<file path="config.mk">
export PLATFORM = sky130hd
export DESIGN_NAME = plld_dev_flat
export DESIGN_NICKNAME = d
export VERILOG_FILES = /design/src/verilog/plld_pkg.sv /design/src/verilog/plld_if.sv /design/src/verilog/plld_dev.sv /design/src/flat_wrapper.sv
export SDC_FILE = /design/constraint.sdc
export NUM_CORES = 1
export LEC_CHECK = 0
export ABC_AREA = 1
export BUFFER_PORTS_ARGS = -buffer_cell sky130_fd_sc_hd__buf_2
export CAP_MARGIN = 20
export CORE_UTILIZATION = 34
export DETAILED_ROUTE_END_ITERATION = 10
export PLACE_DENSITY = 0.67
export SLEW_MARGIN = 20
export SYNTH_ARGS = -nofsm -noshare
export SYNTH_HDL_FRONTEND = slang
export SYNTH_SLANG_ARGS = --single-unit
</file>
<file path="constraint.sdc">
create_clock -name mclk -period 8.08 [get_ports mclk]
set_clock_uncertainty 0.2 [all_clocks]
set_input_delay 1.616 -clock mclk [delete_from_list [all_inputs] [get_ports mclk]]
set_output_delay 1.616 -clock mclk [all_outputs]
set_load 0.02 [all_outputs]
</file>
<file path="src/verilog/plld_pkg.sv">
// shared constants for the lock detect and tuning mode ends
package plld_pkg;

  // ************************************************************
  // field widths and reset values
  // ************************************************************
  localparam int TSPEED_W    = 2;
  localparam int WDIV_W      = 3;
  localparam int THR_W       = 3;
  localparam int OSEL_W      = 5;
  localparam int ODIV_W      = 6;
  localparam int CPOFF_W     = 9;
  localparam int NINT_W      = 19;
  localparam int NFRAC_W     = 24;
  localparam int WIN_W       = 12;
  localparam int RD_W        = 8;
  localparam int RD_CNT_W    = 4;
  localparam int LOCK_BIT    = 1;

  localparam logic [OSEL_W-1:0] OSEL_LOCK    = 5'h01;
  localparam logic [OSEL_W-1:0] OSEL_RST     = 5'h00;
  localparam logic [THR_W-1:0]  THR_RST      = 3'h0;
  localparam logic [THR_W-1:0]  CNT_MAX      = 3'h7;
  localparam logic [ODIV_W-1:0] ODIV_FUND    = 6'h01;
  localparam logic [ODIV_W-1:0] ODIV_MIN     = 6'h02;
  localparam logic [ODIV_W-1:0] ODIV_MAX     = 6'h3E;
  localparam logic [RD_CNT_W-1:0] RD_LEN     = 4'h8;

  // host read timing: phase at which the first data bit is sampled, and the last
  localparam logic [RD_CNT_W-1:0] PH_FIRST   = 4'h3;
  localparam logic [RD_CNT_W-1:0] PH_LAST    = 4'hA;

  // ************************************************************
  // window sizes in tenths of a nanosecond, [speed][divide]
  // ************************************************************
  localparam logic [WIN_W-1:0] ANALOG_WIN_TENTHS = 12'h064;
  localparam logic [0:3][0:7][WIN_W-1:0] WIN_TABLE = '{
    '{12'h041, 12'h050, 12'h06E, 12'h0AA, 12'h122, 12'h212, 12'h3E8, 12'h79E},
    '{12'h046, 12'h059, 12'h080, 12'h0D2, 12'h168, 12'h2A8, 12'h514, 12'h9F6},
    '{12'h047, 12'h05C, 12'h085, 12'h0DC, 12'h17C, 12'h2D0, 12'h564, 12'hAA0},
    '{12'h04C, 12'h066, 12'h09A, 12'h104, 12'h1D6, 12'h370, 12'h6B8, 12'hD34}
  };

  function automatic logic [WIN_W-1:0] win_tenths(input logic [TSPEED_W-1:0] sp,
                                                  input logic [WDIV_W-1:0]   dv);
    win_tenths = WIN_TABLE[sp][dv];
  endfunction : win_tenths

endpackage : plld_pkg

</file>
<file path="src/verilog/plld_if.sv">
// configuration wires and the shared lock or serial out pin between host and device
`timescale 1ns/100ps
interface plld_if;
  logic                           det_enable;
  logic                           det_digital;
  logic [plld_pkg::TSPEED_W-1:0]  window_timer_speed;
  logic [plld_pkg::WDIV_W-1:0]    window_divide_code;
  logic [plld_pkg::THR_W-1:0]     lock_threshold;
  logic [plld_pkg::OSEL_W-1:0]    out_select;
  logic                           lock_always;
  logic [plld_pkg::ODIV_W-1:0]    out_divider;
  logic                           frac_enable;
  logic                           mod_bypass;
  logic [plld_pkg::CPOFF_W-1:0]   charge_pump_offset;
  logic                           rd_req;
  logic                           lock_or_serial_out_pin;

  modport dev (
    input  det_enable,
    input  det_digital,
    input  window_timer_speed,
    input  window_divide_code,
    input  lock_threshold,
    input  out_select,
    input  lock_always,
    input  out_divider,
    input  frac_enable,
    input  mod_bypass,
    input  charge_pump_offset,
    input  rd_req,
    output lock_or_serial_out_pin
  );

  modport hst (
    output det_enable,
    output det_digital,
    output window_timer_speed,
    output window_divide_code,
    output lock_threshold,
    output out_select,
    output lock_always,
    output out_divider,
    output frac_enable,
    output mod_bypass,
    output charge_pump_offset,
    output rd_req,
    input  lock_or_serial_out_pin
  );
endinterface : plld_if

</file>
<file path="src/verilog/plld_dev.sv">
// device end: lock detector, lock or serial out pin and tuning mode outputs
//
// What the document requires
// host picks analog detect only at 10 ns
// window from speed and divide codes
// divide code roughly doubles window per step
// host programs nearest tabulated window entry
// required window from rate and currents; the host takes req_window_tenths as given and computes nothing
// host recomputes window after large changes
// output select one shows lock on pin
// serial read temporarily replaces lock flag
// lock always bit suppresses serial read
// host sets even divider below fundamental band
// integer mode: modulator off, bypass on
// integer mode steps equal comparison frequency
// host clears charge pump offset in integer
// detector works only when enabled
// in window hits count up to threshold
// one miss clears count, reports unlock
// status bit reads one when locked
`timescale 1ns/100ps
module plld_dev #(
  parameter int GAP_W = 16
) (
  input  wire logic                           mclk,
  input  wire logic                           sys_rst,
  plld_if.dev                                 lnk,
  input  wire logic                           cmp_valid,
  input  wire logic [GAP_W-1:0]               edge_gap_tenths,
  input  wire logic [plld_pkg::NINT_W-1:0]    n_int,
  input  wire logic [plld_pkg::NFRAC_W-1:0]   n_frac,
  output logic                                lock_indicator,
  output logic                                in_window,
  output logic [plld_pkg::WIN_W-1:0]          window_tenths,
  output logic                                integer_mode,
  output logic [plld_pkg::NINT_W-1:0]         eff_int,
  output logic [plld_pkg::NFRAC_W-1:0]        eff_frac,
  output logic [plld_pkg::ODIV_W-1:0]         out_ratio,
  output logic                                read_blocked
);

  // ************************************************************
  // elaboration checks
  // ************************************************************
  if (GAP_W < plld_pkg::WIN_W) begin : g_bad_gap
    $error("edge gap narrower than window width");
  end

  // ************************************************************
  // state
  // ************************************************************
  typedef struct packed {
    logic [plld_pkg::THR_W-1:0]     cnt;
    logic                           locked;
    logic                           hit;
    logic [plld_pkg::WIN_W-1:0]     win;
    logic [plld_pkg::RD_W-1:0]      sh;
    logic [plld_pkg::RD_CNT_W-1:0]  rd_cnt;
    logic                           pin;
    logic                           int_mode;
    logic [plld_pkg::NINT_W-1:0]    nint;
    logic [plld_pkg::NFRAC_W-1:0]   nfrac;
    logic [plld_pkg::ODIV_W-1:0]    odiv;
    logic                           blocked;
  } plld_dev_s;

  plld_dev_s st_r;
  plld_dev_s st_nxt;

  logic [plld_pkg::WIN_W-1:0]    win_sel;
  logic [plld_pkg::THR_W-1:0]    cnt_inc;
  logic [plld_pkg::RD_W-1:0]     status_word;
  logic                          gap_ok;
  logic                          reading;

  // ************************************************************
  // window selection and comparison
  // ************************************************************
  always_comb begin
    // digital windows come from the table, analog is fixed
    if (lnk.det_digital) begin
      win_sel = plld_pkg::win_tenths(lnk.window_timer_speed,
                                     lnk.window_divide_code);
    end else begin
      win_sel = plld_pkg::ANALOG_WIN_TENTHS;
    end
    gap_ok = (edge_gap_tenths <= GAP_W'(win_sel));
    // saturating count so the lock holds beyond the threshold
    if (st_r.cnt == plld_pkg::CNT_MAX) begin
      cnt_inc = st_r.cnt;
    end else begin
      cnt_inc = st_r.cnt + 3'h1;
    end
    status_word = '0;
    status_word[plld_pkg::LOCK_BIT] = st_r.locked;
  end

  // ************************************************************
  // next state
  // ************************************************************
  always_comb begin
    st_nxt = st_r;
    st_nxt.hit = 1'b0;
    st_nxt.win = win_sel;

    // lock detector
    if (!lnk.det_enable) begin
      st_nxt.cnt    = '0;
      st_nxt.locked = 1'b0;
    end else if (cmp_valid) begin
      if (gap_ok) begin
        st_nxt.hit = 1'b1;
        st_nxt.cnt = cnt_inc;
        if (cnt_inc >= lnk.lock_threshold) begin
          st_nxt.locked = 1'b1;
        end
      end else begin
        st_nxt.cnt    = '0;
        st_nxt.locked = 1'b0;
      end
    end

    // serial read of the status word, refused while lock is forced
    st_nxt.blocked = lnk.lock_always;
    if (lnk.rd_req && !lnk.lock_always && (st_r.rd_cnt == '0)) begin
      st_nxt.sh     = status_word;
      st_nxt.rd_cnt = plld_pkg::RD_LEN;
    end else if (st_r.rd_cnt != '0) begin
      st_nxt.sh     = {st_r.sh[plld_pkg::RD_W-2:0], 1'b0};
      st_nxt.rd_cnt = st_r.rd_cnt - 4'h1;
    end
    if (lnk.lock_always) begin
      st_nxt.rd_cnt = '0;
    end

    // shared pin
    reading = (st_r.rd_cnt != '0) && !lnk.lock_always;
    if (lnk.lock_always) begin
      st_nxt.pin = st_nxt.locked;
    end else if (reading) begin
      st_nxt.pin = st_r.sh[plld_pkg::RD_W-1];
    end else if (lnk.out_select == plld_pkg::OSEL_LOCK) begin
      st_nxt.pin = st_nxt.locked;
    end else begin
      st_nxt.pin = 1'b0;
    end

    // tuning mode
    st_nxt.int_mode = !lnk.frac_enable && lnk.mod_bypass;
    st_nxt.nint     = n_int;
    if (st_nxt.int_mode) begin
      st_nxt.nfrac = '0;
    end else begin
      st_nxt.nfrac = n_frac;
    end
    st_nxt.odiv = lnk.out_divider;

    if (sys_rst) begin
      st_nxt.cnt      = '0;
      st_nxt.locked   = 1'b0;
      st_nxt.hit      = 1'b0;
      st_nxt.win      = '0;
      st_nxt.sh       = '0;
      st_nxt.rd_cnt   = '0;
      st_nxt.pin      = 1'b0;
      st_nxt.int_mode = 1'b0;
      st_nxt.nint     = '0;
      st_nxt.nfrac    = '0;
      st_nxt.odiv     = plld_pkg::ODIV_FUND;
      st_nxt.blocked  = 1'b0;
    end
  end

  // ************************************************************
  // registers
  // ************************************************************
  always_ff @(posedge mclk) begin
    st_r <= st_nxt;
  end

  // ************************************************************
  // outputs
  // ************************************************************
  assign lnk.lock_or_serial_out_pin = st_r.pin;
  assign lock_indicator             = st_r.locked;
  assign in_window                  = st_r.hit;
  assign window_tenths              = st_r.win;
  assign integer_mode               = st_r.int_mode;
  assign eff_int                    = st_r.nint;
  assign eff_frac                   = st_r.nfrac;
  assign out_ratio                  = st_r.odiv;
  assign read_blocked               = st_r.blocked;

endmodule : plld_dev

</file>
<file path="src/flat_wrapper.sv">
// flat-port wrapper written by rule: the top's interface ports become plain ports
module plld_dev_flat 
#(
  parameter int GAP_W = 16
)
  (mclk, sys_rst, cmp_valid, edge_gap_tenths, n_int, n_frac, lock_indicator, in_window, window_tenths, integer_mode, eff_int, eff_frac, out_ratio, read_blocked, lnk_det_enable, lnk_det_digital, lnk_window_timer_speed, lnk_window_divide_code, lnk_lock_threshold, lnk_out_select, lnk_lock_always, lnk_out_divider, lnk_frac_enable, lnk_mod_bypass, lnk_charge_pump_offset, lnk_rd_req, lnk_lock_or_serial_out_pin);
  plld_if lnk_i ();
  input  wire logic mclk;
  input  wire logic sys_rst;
  input  wire logic cmp_valid;
  input  wire logic [GAP_W-1:0] edge_gap_tenths;
  input  wire logic [plld_pkg::NINT_W-1:0] n_int;
  input  wire logic [plld_pkg::NFRAC_W-1:0] n_frac;
  output logic lock_indicator;
  output logic in_window;
  output logic [plld_pkg::WIN_W-1:0] window_tenths;
  output logic integer_mode;
  output logic [plld_pkg::NINT_W-1:0] eff_int;
  output logic [plld_pkg::NFRAC_W-1:0] eff_frac;
  output logic [plld_pkg::ODIV_W-1:0] out_ratio;
  output logic read_blocked;
  input wire logic [$bits(lnk_i.det_enable)-1:0] lnk_det_enable;
  input wire logic [$bits(lnk_i.det_digital)-1:0] lnk_det_digital;
  input wire logic [$bits(lnk_i.window_timer_speed)-1:0] lnk_window_timer_speed;
  input wire logic [$bits(lnk_i.window_divide_code)-1:0] lnk_window_divide_code;
  input wire logic [$bits(lnk_i.lock_threshold)-1:0] lnk_lock_threshold;
  input wire logic [$bits(lnk_i.out_select)-1:0] lnk_out_select;
  input wire logic [$bits(lnk_i.lock_always)-1:0] lnk_lock_always;
  input wire logic [$bits(lnk_i.out_divider)-1:0] lnk_out_divider;
  input wire logic [$bits(lnk_i.frac_enable)-1:0] lnk_frac_enable;
  input wire logic [$bits(lnk_i.mod_bypass)-1:0] lnk_mod_bypass;
  input wire logic [$bits(lnk_i.charge_pump_offset)-1:0] lnk_charge_pump_offset;
  input wire logic [$bits(lnk_i.rd_req)-1:0] lnk_rd_req;
  output wire logic [$bits(lnk_i.lock_or_serial_out_pin)-1:0] lnk_lock_or_serial_out_pin;
  assign lnk_i.det_enable = lnk_det_enable;
  assign lnk_i.det_digital = lnk_det_digital;
  assign lnk_i.window_timer_speed = lnk_window_timer_speed;
  assign lnk_i.window_divide_code = lnk_window_divide_code;
  assign lnk_i.lock_threshold = lnk_lock_threshold;
  assign lnk_i.out_select = lnk_out_select;
  assign lnk_i.lock_always = lnk_lock_always;
  assign lnk_i.out_divider = lnk_out_divider;
  assign lnk_i.frac_enable = lnk_frac_enable;
  assign lnk_i.mod_bypass = lnk_mod_bypass;
  assign lnk_i.charge_pump_offset = lnk_charge_pump_offset;
  assign lnk_i.rd_req = lnk_rd_req;
  assign lnk_lock_or_serial_out_pin = lnk_i.lock_or_serial_out_pin;
  plld_dev #(.GAP_W(GAP_W)) u_core (.mclk(mclk), .sys_rst(sys_rst), .lnk(lnk_i), .cmp_valid(cmp_valid), .edge_gap_tenths(edge_gap_tenths), .n_int(n_int), .n_frac(n_frac), .lock_indicator(lock_indicator), .in_window(in_window), .window_tenths(window_tenths), .integer_mode(integer_mode), .eff_int(eff_int), .eff_frac(eff_frac), .out_ratio(out_ratio), .read_blocked(read_blocked));
endmodule
</file>
# After elaboration in Yosys (flattened, before gate mapping)
# Index checks and enable logic that the tools add are counted.
# word_totals
ff_bits	80
latch_bits	0
ramBits	0
rom_bits	0
out_inout_bits	66
elab_cells	59
memories	0
# classes
n_addsub	2
multipliers	0
n_div	0
magnitude_cmp	4
n_eq_ne	2
shifts	0
muxes	18
bitwise_logic	4
reduce_logical	15
# op_table
operator	n
binary-select mux 96 bit (select 2 bit)	1
2-to-1 mux 96 bit	2
binary-select mux 12 bit (select 3 bit)	1
2-to-1 mux 12 bit	3
less-or-equal comparator 16 x 12 -> 1 bit	1
2-to-1 mux 6 bit	2
OR reduction 2 bit	4
2-to-1 mux 1 bit	6
OR reduction 3 bit	2
equality test 5 x 1 -> 1 bit, second input constant	1
>= comparator 4 bit, second input constant	1
logical AND 1 bit	4
logical NOT 4 bit	1
2-to-1 mux 4 bit	1
inverter 3 -> 4 bit	1
nonzero test 4 bit	1
subtractor 4 x 1 -> 4 bit, second input constant	1
adder 3 x 1 -> 3 bit, second input constant	1
equality test 3 bit, second input constant	1
>= comparator 3 bit	1
>= comparator 3 bit, second input constant	1
2-to-1 mux 3 bit	1
inverter 2 -> 3 bit	1
logical NOT 1 bit	2
other kinds (3)	4

# Longest topological paths before layout
# logic_depth
word_depth	15
ltp_mapped	24
mapped_depth_nobuf	24

# Least setup slack after synthesis
# Ideal clock, no wire load.
# synth_path
kind	input to register
start	in lnk_window_timer_speed[0]
end	reg u_core.st_r, in the netlist u_core.lnk.lock_or_serial_out_pin
setup_ps	58
arrival_time_ps	3474
path_slack_ps	4348
stages	20
path_buffers	0
cell_sequence	inv_1 > ha_1 > nand2_1 > inv_2 > a21oi_1 > nand2_1 > nand2_1 > nand2_1 > o21ai_1 > ha_1 > a21o_1 > nor2_1 > nand2_1 > nand2_1 > nand2_2 > nand3_2 > nand2_2 > nor2_4 > nand2_1 > nand2_1
# synth_via
elab_chain_cells	15
# synth_rtl
element	line	source
start: declaration	flat_wrapper.sv:24	input wire logic [$bits(lnk_i.window_timer_speed)-1:0] lnk_window_timer_speed;
inverter 2 -> 3 bit (implied by the code) (*)	plld_pkg.sv:46	win_tenths = WIN_TABLE[sp][dv];
binary-select mux 96 bit (select 2 bit) (*)	plld_pkg.sv:46	
2-to-1 mux 96 bit (implied by the code) (*) (2 in series)	plld_pkg.sv:46	
binary-select mux 12 bit (select 3 bit) (*)	plld_pkg.sv:46	
2-to-1 mux 12 bit (implied by the code) (*) (2 in series)	plld_pkg.sv:46	
2-to-1 mux 12 bit (*)	plld_dev.sv:81	if (lnk.det_digital) begin
less-or-equal comparator 16 x 12 -> 1 bit (*)	plld_dev.sv:87	gap_ok = (edge_gap_tenths <= GAP_W'(win_sel));
2-to-1 mux 4 bit (*)	plld_dev.sv:111	if (gap_ok) begin
2-to-1 mux 2 bit (*)	plld_dev.sv:110	end else if (cmp_valid) begin
2-to-1 mux 1 bit (*)	plld_dev.sv:107	if (!lnk.det_enable) begin
2-to-1 mux 1 bit	plld_dev.sv:142	end else if (lnk.out_select == plld_pkg::OSEL_LOCK) begin
2-to-1 mux 1 bit	plld_dev.sv:140	end else if (reading) begin
2-to-1 mux 1 bit (*)	plld_dev.sv:138	if (lnk.lock_always) begin
end signal: assignment	plld_dev.sv:178	st_r <= st_nxt;
end: declaration	plld_dev.sv:67	plld_dev_s st_r;
# Every way passes the cells marked *; elsewhere a longest branch is shown, timed or not. The select of a mux whose other input is x is not followed.
# A chain may end at the register's enable or synchronous reset.

# Final worst setup path
# Ends and elaborated chain as after synthesis.

==> flow_summary.ini <==
[status]
status = finished, final reports clean

[logic_synthesis]
yosysUniqueCellTypes = 39
ys_top_cells_by_count = nor2_1 (87), inv_1 (82), dfxtp_1 (80)
synthSimpleGateAreaFrac_pct = 20.59
yosysTopAreaCell = dfxtp_1
synth_edf_count = 0
synth.area.mux_share_pct = 0.2882
synth_top_family_by_area = buffers and inverters
yosysTopAreaCellShare_pct = 40.99
synth.most_common_cell = nor2_1
synth-seq-cells = 80
avgSynthCellArea_um2 = 7.677
synth-xor-area-share_pct = 0.2241
synthTopCellsByArea = dfxtp_1 (41%), buf_4 (12%), nor2_1 (8.4%), ha_1 (8.0%), inv_1 (7.9%)
ys_seq_area_share_pct = 40.99
synth_compound_area_share_pct = 7.845
synth_warnings = 0
syn_area_mm2 = 0.003907
synth_flop_cell = dfxtp_1
synthAdderAreaFrac_pct = 8.005
syn-num-nets = 630
postSynthCellCount = 509
ys_async_sr_fraction_pct = 0

[placed_design]
portBuffers = 152
placedCellCount = 730
place.detailed.hpwl_um = 6580
gp_congestion = 0.8877

[cells_and_area]
layout-drive-gt1-share_pct = 32.51
antenna_cells = 0
instances_no_fill = 746
nets = 722
area_growth_pct = 18.19

[clocking]
cts.htree.levels = 3
worstSkewPairLatency_ns = 0.33
cts-resized-gates = 0
clockBufferDepth = 2
numCtsBuffers = 9
path_clk_slew_ns = 0.06
clock-sinks = 80
ctsHoldBuffers = 0
tritoncts = yes
post_cts_buffers = 0
ctsRootBufferMaster = clkbuf_16

[detailed_routing]
first_iter_violations = 140
wirelength_um = 8287
ant_nets = 0
drc = 0
num_vias = 3199
wire_per_inst_um = 11.11
dr.pass1.iters = 6
vias_per_cell = 4.288

[floorplan]
start_util_pct = 35.42
core_mm2 = 0.01103
rows = 38
die_area_mm2 = 0.01193
die_x_um = 109.2
num_io_pins = 162
chipHeight_um = 109.2

[power_and_ir_drop]
powerDensity_mw_per_mm2 = 207.7
leakagePower_uw = 0.002589
ir_drop_mv = 0.1072

[sta]
setup_viol = 0
holdWs_ns = 0.2552
period_needed_ns = 3.976
rsz0062_at_grt = false
hold_violations = 0
worst_pin_slew_ns = 0.8720
tns_ns = 0
maxSlewHeadroom_pct = 41.86
min_period_over_period_pct = 49.21
slew_violations = 0
fmax_ghz = 0.2515

[critical_path]
end_kind = flip-flop
r2r_slack_ns = 5.74
r2r_end = u_core.lnk.lock_or_serial_out_pin
crit_fanout = 6
reg2reg_from = u_core.st_r[78]
critPathKind = input port to flip-flop
cp.required_ns = 8.16
reg2reg_depth = 12
cp-start-kind = input port
arrival_ns = 4.05

[min_path]
hold_class = flip-flop to flip-flop
hold_end = u_core.st_r[53]
worstHoldStart = u_core.st_r[53]
holdPathStages = 2

[global_routing]
grt_overflow_total = 0
antenna_found_initial = 0
grt_max_degree = 45
grt_pass1_wl_um = 13070
grt_pass1_vias = 3023
track_usage_pct = 14.26

[flow_run]
cap_violations = 0
==> layer usage <==
metal / wire (um) / track usage, % / vias up
li1: - / - / 1674
met1: 3664 / 15.59 / 1387
met2: 3804 / 25.70 / 123
met3: 666 / 3.646 / 15
met4: 152 / 6.476 / 0
met5: 0 / 0 / -
==> power breakdown <==
group | leakage [uW] | total, uW | switching, uW | internal (uW)
combinational | 0.00179 | 158 | 100 | 57.4
clock | 0.000141 | 384 | 163 | 220
sequential | 0.000660 | 418 | 4.58 | 413
==> critical path, cell delays in order <==
cell and delay (ns):
buf_2 0.16, inv_1 0.15, ha_1 0.36, nand2_1 0.09, inv_2 0.05, a21oi_1 0.15, nand2_1 0.10, nand2_1 0.07
nand2_1 0.05, o21ai_1 0.11, ha_1 0.27, a21o_1 0.16, nor2_1 0.14, nand2_1 0.07, nand2_1 0.07, nand2_2 0.06
nand3_2 0.09, nand2_2 0.07, nor2_4 0.09, nand2_1 0.07, nand2_1 0.06
==> placed cells by master (no fill, tap or decap), types with 2 or more instances in the layout <==
cell	instances
inv_2	6
nor2_1	87
nand3_1	13
clkbuf_16	9
inv_1	82
nor2_2	4
nand2_1	70
nand2_2	2
nor3_1	4
o21ai_0	5
dfxtp_1	80
a21oi_1	21
or2_2	2
ha_1	25
nor3_2	2
o21ai_1	10
clkinv_4	4
nand3_2	3
a21oi_2	2
buf_2	152
o211ai_1	2
==> through the flow <==
stage	setup slack (ns)	area [um2]	utilization (%)	power [uW]
CTS	4.115	4618	41.87	977.6
global placement	3.780	4325	39.21	582.5
finish	4.104	4618	41.87	959.4
floorplan	4.348	3908	-	551.5
detailed placement	3.775	4325	39.21	585.9
global route	3.848	4618	41.87	1017
==> registers in the layout, indices dropped and copies added, names as in the netlist <==
register and flops:
u_core.eff_frac 24, u_core.eff_int 19, u_core.st_r 14, u_core.window_tenths 12, u_core.out_ratio 6, u_core.in_window 1
u_core.integer_mode 1, u_core.lnk.lock_or_serial_out_pin 1, u_core.lock_indicator 1, u_core.read_blocked 1
==> cell type report <==
type | instances | area, um2
Clock inverter | 6 | 53.80
Timing Repair Buffer | 153 | 768.2
Clock buffer | 10 | 239.0
Fill cell | 1134 | 6412
Inverter | 89 | 336.6
Sequential cell | 80 | 1602
Multi-Input combinational cell | 268 | 1444
Tap cell | 140 | 175.2
==> worst max path at each step <==
stage	startpoint	slack, ns	to
3_3_place_gp	lnk_window_timer_speed[0]	3.78	u_core.lnk.lock_or_serial_out_pin
3_5_place_dp	lnk_window_timer_speed[0]	3.78	u_core.lnk.lock_or_serial_out_pin
6_report	lnk_window_timer_speed[0]	4.10	u_core.lnk.lock_or_serial_out_pin
2_1_floorplan	lnk_window_timer_speed[0]	4.35	u_core.lnk.lock_or_serial_out_pin
5_1_grt	lnk_window_timer_speed[0]	3.85	u_core.lnk.lock_or_serial_out_pin
4_1_cts	lnk_window_timer_speed[0]	4.11	u_core.lnk.lock_or_serial_out_pin
==> cells by family (layout without fill, tap and decap cells) <==
logic type,count (synthesis),in the layout
AO/OA/AOI/OAI,50,50
XOR/XNOR,1,1
AND/OR/NAND/NOR,191,191
adder cells (fa/ha/maj),25,25
flip-flops,80,80
buffers and inverters,161,258
multiplexers,1,1
Note: power is estimated with default switching activity, not from simulation.
